File: src/common/psm_defs.svh
// psm_defs.svh: timing counts, codes and reset values of the power-saving control
// assumes inclusion by bare name from the package and the design files
`ifndef PSM_DEFS_SVH
`define PSM_DEFS_SVH

// ---------------------------------------------------------------
// instruction cycle and ratio
// ---------------------------------------------------------------
`define PSM_QCLK_PER_CYC   2'd3
`define PSM_RATIO_W        3
`define PSM_RATIO_BASE     8'h01
`define PSM_DOZE_CNT_W     8
`define PSM_DOZE_CNT_ZERO  8'h00

// ---------------------------------------------------------------
// oscillator start-up wait, in oscillator periods
// ---------------------------------------------------------------
`define PSM_OST_PERIODS    1024
`define PSM_OST_CNT_W      11
`define PSM_OST_CNT_ZERO   11'h000
`define PSM_OST_CNT_ONE    11'h001

// ---------------------------------------------------------------
// interrupt sources and reset values
// ---------------------------------------------------------------
`define PSM_NUM_SRC        48
`define PSM_CLKSW_SRC      12
`define PSM_FLAG_RST       1'b1

`endif

File: src/common/psm_pkg.sv
// psm_pkg.sv: types shared by the power-saving control
// assumes psm_defs.svh is on the include path
`include "psm_defs.svh"

package psm_pkg;

    // power state of the core
    typedef enum logic [2:0] {
        PSM_RUN   = 3'b000,
        PSM_SLEEP = 3'b001,
        PSM_IDLE  = 3'b010,
        PSM_WAKE  = 3'b011,
        PSM_OST   = 3'b100
    } psm_state_t;

endpackage

File: src/rtl/psm_ctrl.sv
// psm_ctrl.sv: doze throttling, sleep and idle entry, wake sequencing, status flags
// assumes the core sequencer pulses its strobes once per instruction cycle event,
// and that readiness and reset-source inputs arrive from other clock domains
`timescale 1ns/1ns
`default_nettype none
`include "psm_defs.svh"

module psm_ctrl
    import psm_pkg::*;
#(
    parameter int NUM_SRC   = `PSM_NUM_SRC,
    parameter int CLKSW_SRC = `PSM_CLKSW_SRC,
    parameter int OST_COUNT = `PSM_OST_PERIODS
) (
    input  wire logic               clk,
    input  wire logic               rst_n,
    // control bits written by software
    input  wire logic               sw_write,
    input  wire logic               sw_slow_run_enable,
    input  wire logic               fast_on_interrupt,
    input  wire logic               slow_on_exit,
    input  wire logic               idle_select,
    input  wire logic [2:0]         slow_run_ratio,
    input  wire logic               global_interrupt_enable,
    // interrupt sources
    input  wire logic [NUM_SRC-1:0] src_flag,
    input  wire logic [NUM_SRC-1:0] source_interrupt_enable,
    // core sequencer strobes
    input  wire logic               q_cycle_end,
    input  wire logic               sleep_exec,
    input  wire logic               isr_enter,
    input  wire logic               isr_return,
    input  wire logic               multicycle_busy,
    input  wire logic               prefetch_clears_ie,
    input  wire logic               watchdog_wake,
    // reset sources and readiness (asynchronous)
    input  wire logic               external_reset_pin,
    input  wire logic               brownout_reset,
    input  wire logic               low_power_brownout_reset,
    input  wire logic               power_on_event,
    input  wire logic               watchdog_reset,
    input  wire logic               program_memory_ready,
    input  wire logic               sys_clock_ready,
    input  wire logic               brownout_ready,
    input  wire logic               brownout_enabled,
    input  wire logic               crystal_mode,
    input  wire logic               osc_tick,
    // outputs
    output logic                    slow_run_enable,
    output logic                    cpu_cycle_enable,
    output logic                    periph_clock_enable,
    output logic                    cpu_clock_enable,
    output logic                    port_hold,
    output logic                    vector_fetch,
    output logic                    prefetch_next,
    output logic                    device_reset_req,
    output logic                    watchdog_clear,
    output logic                    power_down_flag_n,
    output logic                    timeout_flag_n,
    output logic                    sleep_nop,
    output psm_state_t              power_state
);

    // --------------------------------------------------------
    // input synchronisers: three stages, change when 2 and 3 agree
    // --------------------------------------------------------
    localparam int NSYNC = 10;
    logic [NSYNC-1:0] raw_in;
    logic [NSYNC-1:0] s1_q;
    logic [NSYNC-1:0] s2_q;
    logic [NSYNC-1:0] s3_q;
    logic [NSYNC-1:0] filt_q;

    assign raw_in = {external_reset_pin, brownout_reset, low_power_brownout_reset,
                     power_on_event, program_memory_ready, sys_clock_ready,
                     brownout_ready, brownout_enabled, crystal_mode, osc_tick};

    // chain of three flops per input
    always_ff @(posedge clk or negedge rst_n) begin
        if (!rst_n) begin
            s1_q <= '0;
            s2_q <= '0;
            s3_q <= '0;
        end else begin
            s1_q <= raw_in;
            s2_q <= s1_q;
            s3_q <= s2_q;
        end
    end

    // filtered level follows only when the last two stages agree
    genvar si;
    generate
        for (si = 0; si < NSYNC; si++) begin : g_filt
            always_ff @(posedge clk or negedge rst_n) begin
                if (!rst_n) begin
                    filt_q[si] <= 1'b0;
                end else if (s2_q[si] == s3_q[si]) begin
                    filt_q[si] <= s3_q[si];
                end
            end
        end
    endgenerate

    logic xrst_s, bo_s, lpbo_s, por_s, mem_rdy_s, clk_rdy_s, bo_rdy_s;
    logic bo_en_s, xtal_s, osc_s, osc_prev_q, osc_edge;
    assign {xrst_s, bo_s, lpbo_s, por_s, mem_rdy_s, clk_rdy_s,
            bo_rdy_s, bo_en_s, xtal_s, osc_s} = filt_q;

    // oscillator edge for the start-up count
    always_ff @(posedge clk or negedge rst_n) begin
        if (!rst_n) begin
            osc_prev_q <= 1'b0;
        end else begin
            osc_prev_q <= osc_s;
        end
    end
    assign osc_edge = osc_s & ~osc_prev_q;

    // --------------------------------------------------------
    // wake request from enabled sources
    // --------------------------------------------------------
    logic wake_any;

    psm_wake_detect #(
        .NUM_SRC   (NUM_SRC),
        .CLKSW_SRC (CLKSW_SRC)
    ) u_wake (
        .src_flag   (src_flag),
        .src_enable (source_interrupt_enable),
        .wake_any   (wake_any)
    );

    // --------------------------------------------------------
    // state machine
    // --------------------------------------------------------
    psm_state_t state_q;
    psm_state_t state_d;
    logic [`PSM_OST_CNT_W-1:0] ost_q;
    logic any_reset;
    logic sleep_go;
    logic ready_all;
    logic wake_done;

    // watchdog resets in every state but idle; in idle it wakes instead
    assign any_reset = xrst_s | bo_s | lpbo_s | por_s
                       | (watchdog_reset & (state_q != PSM_IDLE));
    assign sleep_go  = sleep_exec & ~(wake_any & ~global_interrupt_enable);
    assign ready_all = mem_rdy_s & clk_rdy_s & (bo_rdy_s | ~bo_en_s);
    assign wake_done = (state_q == PSM_OST) && (ost_q == `PSM_OST_CNT_ZERO);

    // next state
    always_comb begin
        state_d = state_q;
        case (state_q)
            PSM_RUN: begin
                if (sleep_go) begin
                    state_d = idle_select ? PSM_IDLE : PSM_SLEEP;
                end
            end
            PSM_SLEEP: begin
                // a late interrupt leaves at once, sleep already completed
                if (wake_any || watchdog_wake) begin
                    state_d = PSM_WAKE;
                end
            end
            PSM_IDLE: begin
                if (wake_any || watchdog_wake || watchdog_reset) begin
                    state_d = PSM_RUN;
                end
            end
            PSM_WAKE: begin
                if (ready_all) begin
                    state_d = PSM_OST;
                end
            end
            PSM_OST: begin
                if (wake_done) begin
                    state_d = PSM_RUN;
                end
            end
            default: state_d = PSM_RUN;
        endcase
    end

    // state register; resets override all sleeps
    always_ff @(posedge clk or negedge rst_n) begin
        if (!rst_n) begin
            state_q <= PSM_RUN;
        end else if (any_reset) begin
            state_q <= PSM_RUN;
        end else begin
            state_q <= state_d;
        end
    end

    // start-up wait, zero length outside crystal modes
    always_ff @(posedge clk or negedge rst_n) begin
        if (!rst_n) begin
            ost_q <= `PSM_OST_CNT_ZERO;
        end else if (state_q == PSM_WAKE) begin
            ost_q <= xtal_s ? `PSM_OST_CNT_W'(OST_COUNT) : `PSM_OST_CNT_ZERO;
        end else if (state_q == PSM_OST && ost_q != `PSM_OST_CNT_ZERO && osc_edge) begin
            ost_q <= ost_q - `PSM_OST_CNT_ONE;
        end
    end

    // --------------------------------------------------------
    // slow-run enable: software write, isr entry and return
    // --------------------------------------------------------
    logic slow_q;
    logic slow_prev_q;
    logic vec_pend_q;

    // hardware set wins over software clear on a collision
    always_ff @(posedge clk or negedge rst_n) begin
        if (!rst_n) begin
            slow_q <= 1'b0;
        end else if (isr_return && slow_on_exit) begin
            slow_q <= 1'b1;
        end else if (fast_on_interrupt
                     && (isr_enter || (vec_pend_q && prefetch_clears_ie))) begin
            slow_q <= 1'b0;
        end else if (sw_write) begin
            slow_q <= sw_slow_run_enable;
        end
    end
    assign slow_run_enable = slow_q;

    // interrupt taken while running: vector fetch waits for multicycle end
    always_ff @(posedge clk or negedge rst_n) begin
        if (!rst_n) begin
            vec_pend_q <= 1'b0;
        end else if (isr_enter || prefetch_clears_ie) begin
            vec_pend_q <= 1'b0;
        end else if (state_q == PSM_RUN && wake_any && global_interrupt_enable) begin
            vec_pend_q <= 1'b1;
        end
    end
    // prefetch clearing the global enable suppresses the vector
    assign vector_fetch = vec_pend_q & ~multicycle_busy & ~prefetch_clears_ie;

    // --------------------------------------------------------
    // doze throttle counter
    // --------------------------------------------------------
    logic [`PSM_DOZE_CNT_W-1:0] doze_cnt_q;
    logic [`PSM_DOZE_CNT_W-1:0] doze_last;

    // ratio code k gives 2^(k+1) cycles; last count is N-1
    assign doze_last = (`PSM_RATIO_BASE << ({1'b0, slow_run_ratio} + 4'd1))
                       - `PSM_RATIO_BASE;

    always_ff @(posedge clk or negedge rst_n) begin
        if (!rst_n) begin
            slow_prev_q <= 1'b0;
        end else begin
            slow_prev_q <= slow_q;
        end
    end

    always_ff @(posedge clk or negedge rst_n) begin
        if (!rst_n) begin
            doze_cnt_q <= `PSM_DOZE_CNT_ZERO;
        end else if (slow_q != slow_prev_q) begin
            doze_cnt_q <= `PSM_DOZE_CNT_W'(slow_q & q_cycle_end);
        end else if (slow_q && q_cycle_end) begin
            // e.g. code 001 counts 0..3: one run, three idle
            doze_cnt_q <= (doze_cnt_q >= doze_last) ? `PSM_DOZE_CNT_ZERO
                                                    : doze_cnt_q + 8'h01;
        end
    end

    // --------------------------------------------------------
    // clock and cycle gating
    // --------------------------------------------------------
    logic running;
    assign running = (state_q == PSM_RUN);
    // every cycle runs while slow-run is clear, else only on doze count zero; a pending vector does not bypass it
    assign cpu_cycle_enable = running & (~slow_q
                              | (doze_cnt_q == `PSM_DOZE_CNT_ZERO));
    assign cpu_clock_enable = running;
    // only full sleep stops system-clocked peripherals; doze never does
    assign periph_clock_enable = (state_q != PSM_SLEEP);
    // other oscillators are outside this block and never gated here
    assign port_hold = (state_q == PSM_SLEEP);

    // --------------------------------------------------------
    // registered strobes and status flags
    // --------------------------------------------------------
    logic entering_sleep;
    logic leaving_sleep;
    assign entering_sleep = running && sleep_go && !idle_select && !any_reset;
    assign leaving_sleep  = wake_done && !any_reset;

    always_ff @(posedge clk or negedge rst_n) begin
        if (!rst_n) begin
            watchdog_clear   <= 1'b0;
            prefetch_next    <= 1'b0;
            sleep_nop        <= 1'b0;
            device_reset_req <= 1'b0;
        end else begin
            watchdog_clear   <= entering_sleep | leaving_sleep;
            prefetch_next    <= running & sleep_go;
            sleep_nop        <= running & sleep_exec & ~sleep_go;
            device_reset_req <= any_reset;
        end
    end

    // power-down and timeout flags, held on a nop sleep
    always_ff @(posedge clk or negedge rst_n) begin
        if (!rst_n) begin
            power_down_flag_n <= `PSM_FLAG_RST;
            timeout_flag_n    <= `PSM_FLAG_RST;
        end else if (entering_sleep) begin
            power_down_flag_n <= 1'b0;
            timeout_flag_n    <= 1'b1;
        end
    end

    assign power_state = state_q;

endmodule

`default_nettype wire

File: src/rtl/psm_wake_detect.sv
// psm_wake_detect.sv: combines per-source flags and enables into one wake request
// assumes flags and enables come from logic on the same clock
`timescale 1ns/1ns
`default_nettype none
`include "psm_defs.svh"

module psm_wake_detect
    import psm_pkg::*;
#(
    parameter int NUM_SRC   = `PSM_NUM_SRC,
    parameter int CLKSW_SRC = `PSM_CLKSW_SRC
) (
    input  wire logic [NUM_SRC-1:0] src_flag,
    input  wire logic [NUM_SRC-1:0] src_enable,
    output logic                    wake_any
);

    logic [NUM_SRC-1:0] hit;

    // --------------------------------------------------------
    // per-source gating, clock-switch source never wakes
    // --------------------------------------------------------
    genvar gi;
    generate
        for (gi = 0; gi < NUM_SRC; gi++) begin : g_src
            if (gi == CLKSW_SRC) begin : g_clksw
                assign hit[gi] = 1'b0;
            end else begin : g_norm
                assign hit[gi] = src_flag[gi] & src_enable[gi];
            end
        end
    endgenerate

    // global enable deliberately absent here
    assign wake_any = |hit;

endmodule

`default_nettype wire

File: config.mk
export PLATFORM = sky130hd
export DESIGN_NAME = psm_ctrl
export DESIGN_NICKNAME = d
export VERILOG_FILES = /design/src/common/psm_pkg.sv /design/src/rtl/psm_ctrl.sv /design/src/rtl/psm_wake_detect.sv
export VERILOG_INCLUDE_DIRS = /design/src /design/src/common
export SDC_FILE = /design/constraint.sdc
export NUM_CORES = 1
export LEC_CHECK = 0
export BUFFER_PORTS_ARGS = -buffer_cell sky130_fd_sc_hd__clkbuf_2
export CORE_ASPECT_RATIO = 1.1
export CORE_MARGIN = 4
export CORE_UTILIZATION = 36
export DETAILED_ROUTE_END_ITERATION = 7
export HOLD_SLACK_MARGIN = 0.06
export PLACE_DENSITY_LB_ADDON = 0.1
export SETUP_SLACK_MARGIN = 0.5
export SYNTH_ARGS = -nofsm -noshare
export SYNTH_HDL_FRONTEND = slang
export SYNTH_HIERARCHICAL = 1
export SYNTH_SLANG_ARGS = --single-unit
export TNS_END_PERCENT = 10
File: constraint.sdc
create_clock -name clk -period 3.5 [get_ports clk]
set_input_delay 0.175 -clock clk [delete_from_list [all_inputs] [get_ports clk]]
set_output_delay 0.175 -clock clk [all_outputs]
set_load 0.02 [all_outputs]
==> results.toml, run 1 <==
[clock_tree]
cts_max_path_buffers = 2
post_cts_buffers = 0
clk_pin_slew_worst_paths_ns = 0.08
clkSinkCount = 71
htreeDepth = 3
cts_buffers = 9
clkLatencyLatePin_ns = 0.34
ctsResizeCount = 0
cts_root_buf = "clkbuf_8"
cts_tree = "built"
cts_hold_buf = 15

[job]
cap_violations = 0

[critical_path]
critPathCaptureType = "flop"
worstSetupPathType = "input pin to flop"
cp.arrival_ns = 2.41
r2r_cells = 5
cp-start-kind = "input pin"
required_ns = 3.73
worstPathMaxFanout = 9

[die]
die_w_um = 100
rows = 36
die_h_um = 109
boundaryPins = 140
die-area_mm2 = 0.0110
initial_core_util_pct = 37.4
coreArea_mm2 = 0.00901

[power_and_ir_drop]
switchingPower_uw = 433
swShare_pct = 22.5
power_leakage_uw = 0.00219
clkPwrFrac_pct = 42.2
power_density_mw_per_mm2 = 420
finalPower_uw = 1920
peakVddDrop_v = 0.000325
p_comb_share_pct = 11.7
p_seq_share_pct = 46.1
internal-power_uw = 1490

[cells_and_area]
multi_input_area_mm2 = 0.00152
num_antenna_cells = 0
seq_area_mm2 = 0.00178
fillerInstances = 858
fin_nets = 597
drive_gt1_share_pct = 36.3
areaGrowthSynthToFinish_pct = 35.9
stdcell_area_mm2 = 0.00458

[timing]
hold_viol = 0
period_minus_slack_ns = 2.18
slew_viol_final = 0
rsz0062_at_grt = "false"
fmax_mhz = 460
fin_setup_tns_ns = 0
finClkSkew_ns = 0.0151
worst_slew_pin_slew_ns = 0.887
setup_violations = 0
slew_headroom_pct = 40.9
period_share_pct = 62.2
hold_ws_ns = 0.00287

[run_status]
status = "complete, no violations"

[synthesis]
ys_ff_latch = 71
async_flop_share_pct = 100
yosys_warnings = 6
yosysMostFrequentCell = "dfrtp_1"
ys_seq_area_share_pct = 52.7
synth-main-ff-cell = "dfrtp_1"
synth_cell_type_count = 58
synth_top_area_share_pct = 52.0
syn_area_per_cell_um2 = 11.2
syn_inst = 302
synth.largest_area_cell = "dfrtp_1"
ys_top_cells_by_count = "dfrtp_1, nand2_1, nor2_1"
synth_area_mm2 = 0.00337
synth_edf_count = 0
synth_area_leaders = "dfrtp_1, ha_1, nand2_1"

[grt]
grt_pass1_wl_um = 13500
antenna_found_initial = 0
grt-ovfl-total = 0
track_usage_pct = 15.4
grt_pass1_vias = 2780
grt_max_degree = 72

[place]
portBuffers = 136
dp.final_hpwl_um = 6740
gp_congestion = 0.718
place_area_mm2 = 0.00417

[route]
wl_per_cell_um = 14.9
route.detailed.drc = 0
routed_wl_um = 8610
drt_pass1_iterations = 4
first_iter_violations = 167
ant_nets = 0
vias_per_cell = 5.01
vias = 2901

[worst_hold_path]
min_path_type = "input pin to asynchronous set/reset pin"
[critical path, stage by stage]
cell and delay, ns:
clkbuf_2 0.14, or3_1 0.39, ha_1 0.28, xor2_1 0.19, ha_1 0.29, a211o_1 0.29, a31oi_1 0.15, o311ai_1 0.10
buf_4 0.18, o31ai_1 0.23
[cell usage in the layout, fill, tap and decap left out, types with 4 or more instances in the layout]
cell           count
a21oi_1           11
a221oi_1           4
a221oi_2           4
a22o_1             8
a22oi_1            6
clkbuf_2         135
clkbuf_8          11
dfrtp_1           70
dlygate4sd3_1     15
ha_1              12
inv_1             11
maj3_1            10
mux2i_1            8
nand2_1           27
nand2b_1           5
nand3_1           12
nand4_1            6
nor2_1            13
nor2b_1            7
nor3_1             7
o2111ai_1          4
o21ai_0           10
o31ai_1            9
or3_1              4
[worst paths after layout]
path                                            start                          end  slack, ns
min in group clk                   sw_slow_run_enable  slow_run_enable$_DFFE_PN0P_       0.13
hold reg to reg                     s1_q[8]$_DFF_PN0_            s2_q[8]$_DFF_PN0_       0.35
setup / recovery                    slow_run_ratio[0]    doze_cnt_q[3]$_DFFE_PN0P_       1.32
setup reg to reg           power_state[0]$_DFFE_PN0P_       vec_pend_q$_DFFE_PN0P_       1.42
max in group asynchronous                       rst_n             bo_s$_DFFE_PN0N_       2.86
hold / removal                                  rst_n         ost_q[9]$_DFFE_PN0P_      0.003
[logic make-up after synthesis]
group	synth area share (%)
AOI/OAI and AO/OA	17.3
xor gates and xnor gates	0.260
adders and majority gates	7.42
buffers and inverters	2.49
DFF	52.7
muxes	2.38
other	0.111
and+or+nand+nor	17.3
[state kept, by name, indices dropped and copies added, names as in the netlist, 3 cells and up]
| register | count |
|---|---|
| ost_q | 11 |
| doze_cnt_q | 8 |
| s2_q | 10 |
| s3_q | 10 |
| power_state | 3 |
| s1_q | 10 |
[layer usage]
metal	GRT usage (%)	share of wire (%)	vias up
li1	-	-	1450
met1	22.7	45	1382
met2	22.4	49	62
met3	3.43	5.0	7
met4	5.10	0.81	0
met5	0	0	-
[power by group through the flow]
stage,Combinational [µW],Sequential (µW),Clock (µW)
6_report,225,886,811
5_1_grt,254,893,875
4_1_cts,229,887,836
3_5_place_dp,215,903,0
3_3_place_gp,211,901,0
2_1_floorplan,96.5,899,0
[area by class of cell]
class / instances / area share, %
flip-flops and latches: 71 / 38.8
clock buffers: 11 / 3.31
clock inverters: 5 / 2.27
repair buffers: 153 / 18.5
well taps: 114 / 3.11
inverters: 11 / 0.902
multi-input cells: 214 / 33.1
[through the flow]
step	std cells	worst slack, ns	util, %
CTS	579	1.31	50.8
global route	579	1.15	50.8
global placement	548	1.02	46.3
floorplan	304	0.861	-
detailed placement	548	0.958	46.3
finish	579	1.32	50.8
No activity file was read; power rests on OpenSTA's default activity.
==> run 2, diff against run 1 <==
- clock period: 3.5 -> 2.1 ns (I/O delays scaled with it)
==> results.toml, run 2 (synthesized netlist as in run 1, its figures left out) <==
[run_status]
status = "complete, no violations"

[power_and_ir_drop]
peakVddDrop_v = 0.000480
power_leakage_uw = 0.00230
power_density_mw_per_mm2 = 598
finalPower_uw = 2880

[cells_and_area]
most-common-layout-cells = "clkbuf_2, dfrtp_1, nand2_1, dlygate4sd3_1, buf_4"
layout_commonest_cell = "clkbuf_2"
drive_gt1_share_pct = 41.3
largest-register = "ost_q"
seq_area_mm2 = 0.00178
final_util_pct = 53.5
fin_nets = 616
num_antenna_cells = 0
multi_input_area_mm2 = 0.00166
stdcell_area_mm2 = 0.00482
fillerInstances = 851
areaGrowthSynthToFinish_pct = 42.9
largest_reg_flops = 11

[timing]
fmax_mhz = 528
slew_viol_final = 0
hold_ws_ns = 0.0816
slew_headroom_pct = 61.2
period_minus_slack_ns = 1.90
period_share_pct = 90.3
rsz0062_at_grt = "true"
fin_setup_tns_ns = 0
hold_viol = 0
worst_slew_pin_slew_ns = 0.579
finClkSkew_ns = 0.00689
setup_violations = 0

[critical_path]
slowest_delay_ns = 0.39
path_cells = "clkbuf_2, or3_4, ha_4, xor2_1, ha_1, a211o_1, a31oi_4, o311ai_4, buf_6, o31ai_2"
cp.arrival_ns = 2.15
required_ns = 2.35
cp.depth = 10
cpMaxStageDelayCell = "or3_4"
r2r_slack_ns = 0.34
worstPathMaxFanout = 5
critPathCaptureType = "flop"
r2r_cells = 7
critPathBufInv = 2
cp-start-kind = "input pin"
worstSetupPathType = "input pin to flop"
crit_family = "compound AO/OA/AOI/OAI gates"

[die]
boundaryPins = 140
die_h_um = 109
die_w_um = 100
initial_core_util_pct = 37.4
coreArea_mm2 = 0.00901
rows = 36
die-area_mm2 = 0.0110

[grt]
grt_pass1_wl_um = 13900
antenna_found_initial = 0
grt-ovfl-total = 0
track_usage_pct = 15.8
grt_max_degree = 72
grt_pass1_vias = 2962

[clock_tree]
cts_max_path_buffers = 2
cts_buffers = 9
clkSinkCount = 71
cts_root_buf = "clkbuf_8"
htreeDepth = 3
clk_pin_slew_worst_paths_ns = 0.07
cts_tree = "built"
clkLatencyLatePin_ns = 0.34

[worst_hold_path]
hold_path_depth = 3
min_path_type = "input pin to flop"

[route]
first_iter_violations = 99
routed_wl_um = 8810
ant_nets = 0
vias_per_cell = 5.00
drt_pass1_iterations = 4
wl_per_cell_um = 14.7
vias = 2992
route.detailed.drc = 0

[place]
gp_congestion = 0.784
dp.final_hpwl_um = 6770
place_area_mm2 = 0.00428
portBuffers = 136

[job]
cap_violations = 0
[run 2: changes by cell type in the layout (fill, tap and decap cells not counted), sizes merged]
cell | previous run | this run
clkbuf | 146 | 145
bufinv | 3 | 0
buf | 3 | 18
inv | 11 | 12
clkinv | 2 | 3
dlygate4sd3 | 15 | 19
clkinvlp | 0 | 2
[run 2: area by class of cell]
type                            count  area share, %
Clock buffer                       10           2.65
Clock inverter                      6          0.961
Inverter                           11          0.857
Multi-Input combinational cell    214           34.5
Sequential cell                    71           36.9
Tap cell                          114           2.96
Timing Repair Buffer              172           21.1
[run 2: tightest hold or removal path, delay by kind of cell]
family	cells	cell delay, ns
buffers and inverters	1	0.08
multiplexers	1	0.06
AO/OA/AOI/OAI	1	0.13
[run 2: final timing paths]
path,start,to
min in group asynchronous,rst_n,ost_q[0]$_DFFE_PN0P_
setup / recovery,slow_run_ratio[2],doze_cnt_q[4]$_DFFE_PN0P_
max in group asynchronous,rst_n,power_state[2]$_DFFE_PN0P_
hold / removal,sw_write,slow_run_enable$_DFFE_PN0P_
setup reg to reg,doze_cnt_q[0]$_DFFE_PN0P_,doze_cnt_q[4]$_DFFE_PN0P_
hold reg to reg,s1_q[0]$_DFF_PN0_,s2_q[0]$_DFF_PN0_
[run 2: per-stage QoR]
step / worst slack (ns) / std cells
CTS: 0.231 / 596
global placement: -0.163 / 557
detailed placement: -0.195 / 557
global route: 0.128 / 598
finish: 0.205 / 598
floorplan: 0.231 / 304
[run 2: metal layers]
layer  GRT usage, %  routed length, µm  vias to the layer above  share of wire, %
li1               -                  -                     1489                 -
met1           21.8               3750                     1406                43
met2           24.8               4450                       87                51
met3           4.44                535                       10               6.1
met4           3.46                 74                        0              0.84
met5              0                  0                        -                 0
[run 2: where the power goes]
| part | internal (µW) | total, µW | switching [µW] |
|---|---|---|---|
| registers | 1430 | 1480 | 46.1 |
| logic | 234 | 441 | 207 |
| clock network | 434 | 961 | 526 |
| total | 2100 | 2880 | 779 |
[run 2: repair_timing]
action                                  4_1_cts  5_1_grt
resized for setup                             9       14
hold buffers                                 19        0
endpoints found under the setup margin       24       26
buffers inserted                              4        2
endpoints found under the hold margin        84        0
pin swaps                                     7        6
==> run 3, diff against run 2 <==
- CTS_CLUSTER_DIAMETER: not set -> 80
- RECOVER_POWER: not set -> 25
==> results.toml, run 3 (synthesized netlist as in run 1, its figures left out) <==
[run_status]
status = "complete, no violations"

[power_and_ir_drop]
internal-power_uw = 2100
p_seq_share_pct = 51.4
switchingPower_uw = 779
peakVddDrop_v = 0.000480
swShare_pct = 27.1
power_leakage_uw = 0.00229
power_density_mw_per_mm2 = 599
clkPwrFrac_pct = 33.4
p_comb_share_pct = 15.2

[timing]
hold_viol = 0
finClkSkew_ns = 0.00689
setup_violations = 0
worst_slew_pin_slew_ns = 0.968
period_share_pct = 90.3
slew_headroom_pct = 35.4
period_minus_slack_ns = 1.90
hold_ws_ns = 0.0816
slew_viol_final = 0
setup_ws_ns = 0.205
fmax_mhz = 528
rsz0062_at_grt = "true"

[die]
initial_core_util_pct = 37.4
boundaryPins = 140
coreArea_mm2 = 0.00901
die-area_mm2 = 0.0110
die_h_um = 109
die_w_um = 100
rows = 36

[cells_and_area]
drive_gt1_share_pct = 41.3
areaGrowthSynthToFinish_pct = 42.6
seq_area_mm2 = 0.00178
layout_commonest_cell = "clkbuf_2"
multi_input_area_mm2 = 0.00166
largest-register = "ost_q"
num_antenna_cells = 0
largest_reg_flops = 11
fillerInstances = 853
fin_nets = 616
most-common-layout-cells = "clkbuf_2, dfrtp_1, nand2_1, dlygate4sd3_1, buf_4"

[critical_path]
r2r_cells = 7
r2r_slack_ns = 0.34
worstReg2RegEnd = "doze_cnt_q[4]$_DFFE_PN0P_"
crit-reg2reg-launch = "doze_cnt_q[0]$_DFFE_PN0P_"
worstSetupPathType = "input pin to flop"
critPathCaptureType = "flop"
required_ns = 2.35
cp.arrival_ns = 2.15
worstPathMaxFanout = 5
cp-start-kind = "input pin"

[grt]
grt_pass1_vias = 2962
grt-ovfl-total = 0
grt_pass1_wl_um = 13900
grt_max_degree = 72
track_usage_pct = 15.8
antenna_found_initial = 0

[clock_tree]
htreeDepth = 3
cts_root_buf = "clkbuf_8"
clk_pin_slew_worst_paths_ns = 0.07
clkLatencyLatePin_ns = 0.34
cts_max_path_buffers = 2
cts_tree = "built"
clkSinkCount = 71
cts_buffers = 9

[job]
cap_violations = 0

[route]
route.detailed.drc = 0
vias_per_cell = 5.00
drt_pass1_iterations = 4
first_iter_violations = 99
vias = 2992
routed_wl_um = 8810
ant_nets = 0
wl_per_cell_um = 14.7

[worst_hold_path]
min_from = "sw_write"
hold_path_end = "slow_run_enable$_DFFE_PN0P_"
hold_path_depth = 3
min_path_type = "input pin to flop"

[place]
portBuffers = 136
pre_cts_ws_ns = -0.195
dp.final_hpwl_um = 6770
gp_congestion = 0.784
==> run 3: cell types whose count changed in the layout (fill, tap and decap cells not counted), sizes merged <==
cell / change
clkbuf: +1
buf: -1
==> run 3: worst max-delay path by stage <==
stage                                    endpoint  depth (start not counted)               from  slack, ns
global route            doze_cnt_q[6]$_DFFE_PN0P_                         10  slow_run_ratio[2]       0.13
finish                  doze_cnt_q[4]$_DFFE_PN0P_                         10  slow_run_ratio[2]       0.20
CTS                     doze_cnt_q[0]$_DFFE_PN0P_                         10  slow_run_ratio[1]       0.23
global placement        doze_cnt_q[1]$_DFFE_PN0P_                         10  slow_run_ratio[0]      -0.16
floorplan           power_down_flag_n$_DFFE_PN1P_                          8       src_flag[27]       0.23
detailed placement      doze_cnt_q[0]$_DFFE_PN0P_                          9  slow_run_ratio[0]      -0.20
==> run 3: per-stage QoR <==
stage	utilization (%)	TNS, ns	cells	cell area [µm²]	power (µW)
final	53.3	0	598	4810	2880
after global routing	53.3	0	598	4810	3040
after CTS	52.5	0	596	4730	2920
after detailed placement	47.6	-1.44	557	4280	1890
after global placement	47.6	-1.05	557	4280	1880
after floorplan	-	0	304	3410	1670
==> run 3: worst max-delay path: stages <==
cell and delay [ns]:
clkbuf_2 0.09, or3_4 0.39, ha_4 0.18, xor2_1 0.14
ha_1 0.29, a211o_1 0.33, a31oi_4 0.17, o311ai_4 0.13
buf_6 0.17, o31ai_2 0.16
==> run 3: layer usage <==
layer | wire, µm | track usage (%)
met1 | 3750 | 21.8
met2 | 4450 | 24.8
met3 | 535 | 4.44
met4 | 74 | 3.46
met5 | 0 | 0
==> run 3: power groups by stage <==
stage	registers [µW]	clock network, µW	logic (µW)
6_report	1480	961	437
3_5_place_dp	1500	0	381
2_1_floorplan	1500	0	172
3_3_place_gp	1500	0	374
4_1_cts	1480	999	440
5_1_grt	1490	1070	487
==> run 3: repair_timing <==
action / 4_1_cts / 5_1_grt
hold endpoints to repair: 84 / 0
resized for setup: 9 / 14
pin swaps: 7 / 6
gates cloned: 0 / 0
buffers inserted: 4 / 2
setup endpoints to repair: 24 / 26
hold buffers: 19 / 0
==> run 3: area by class of cell <==
| class | count | area share [%] |
|---|---|---|
| repair buffers | 172 | 20.9 |
| well taps | 114 | 2.97 |
| clock buffers | 10 | 2.66 |
| clock inverters | 6 | 0.963 |
| inverters | 11 | 0.859 |
| multi-input cells | 214 | 34.6 |
| flip-flops and latches | 71 | 37.0 |
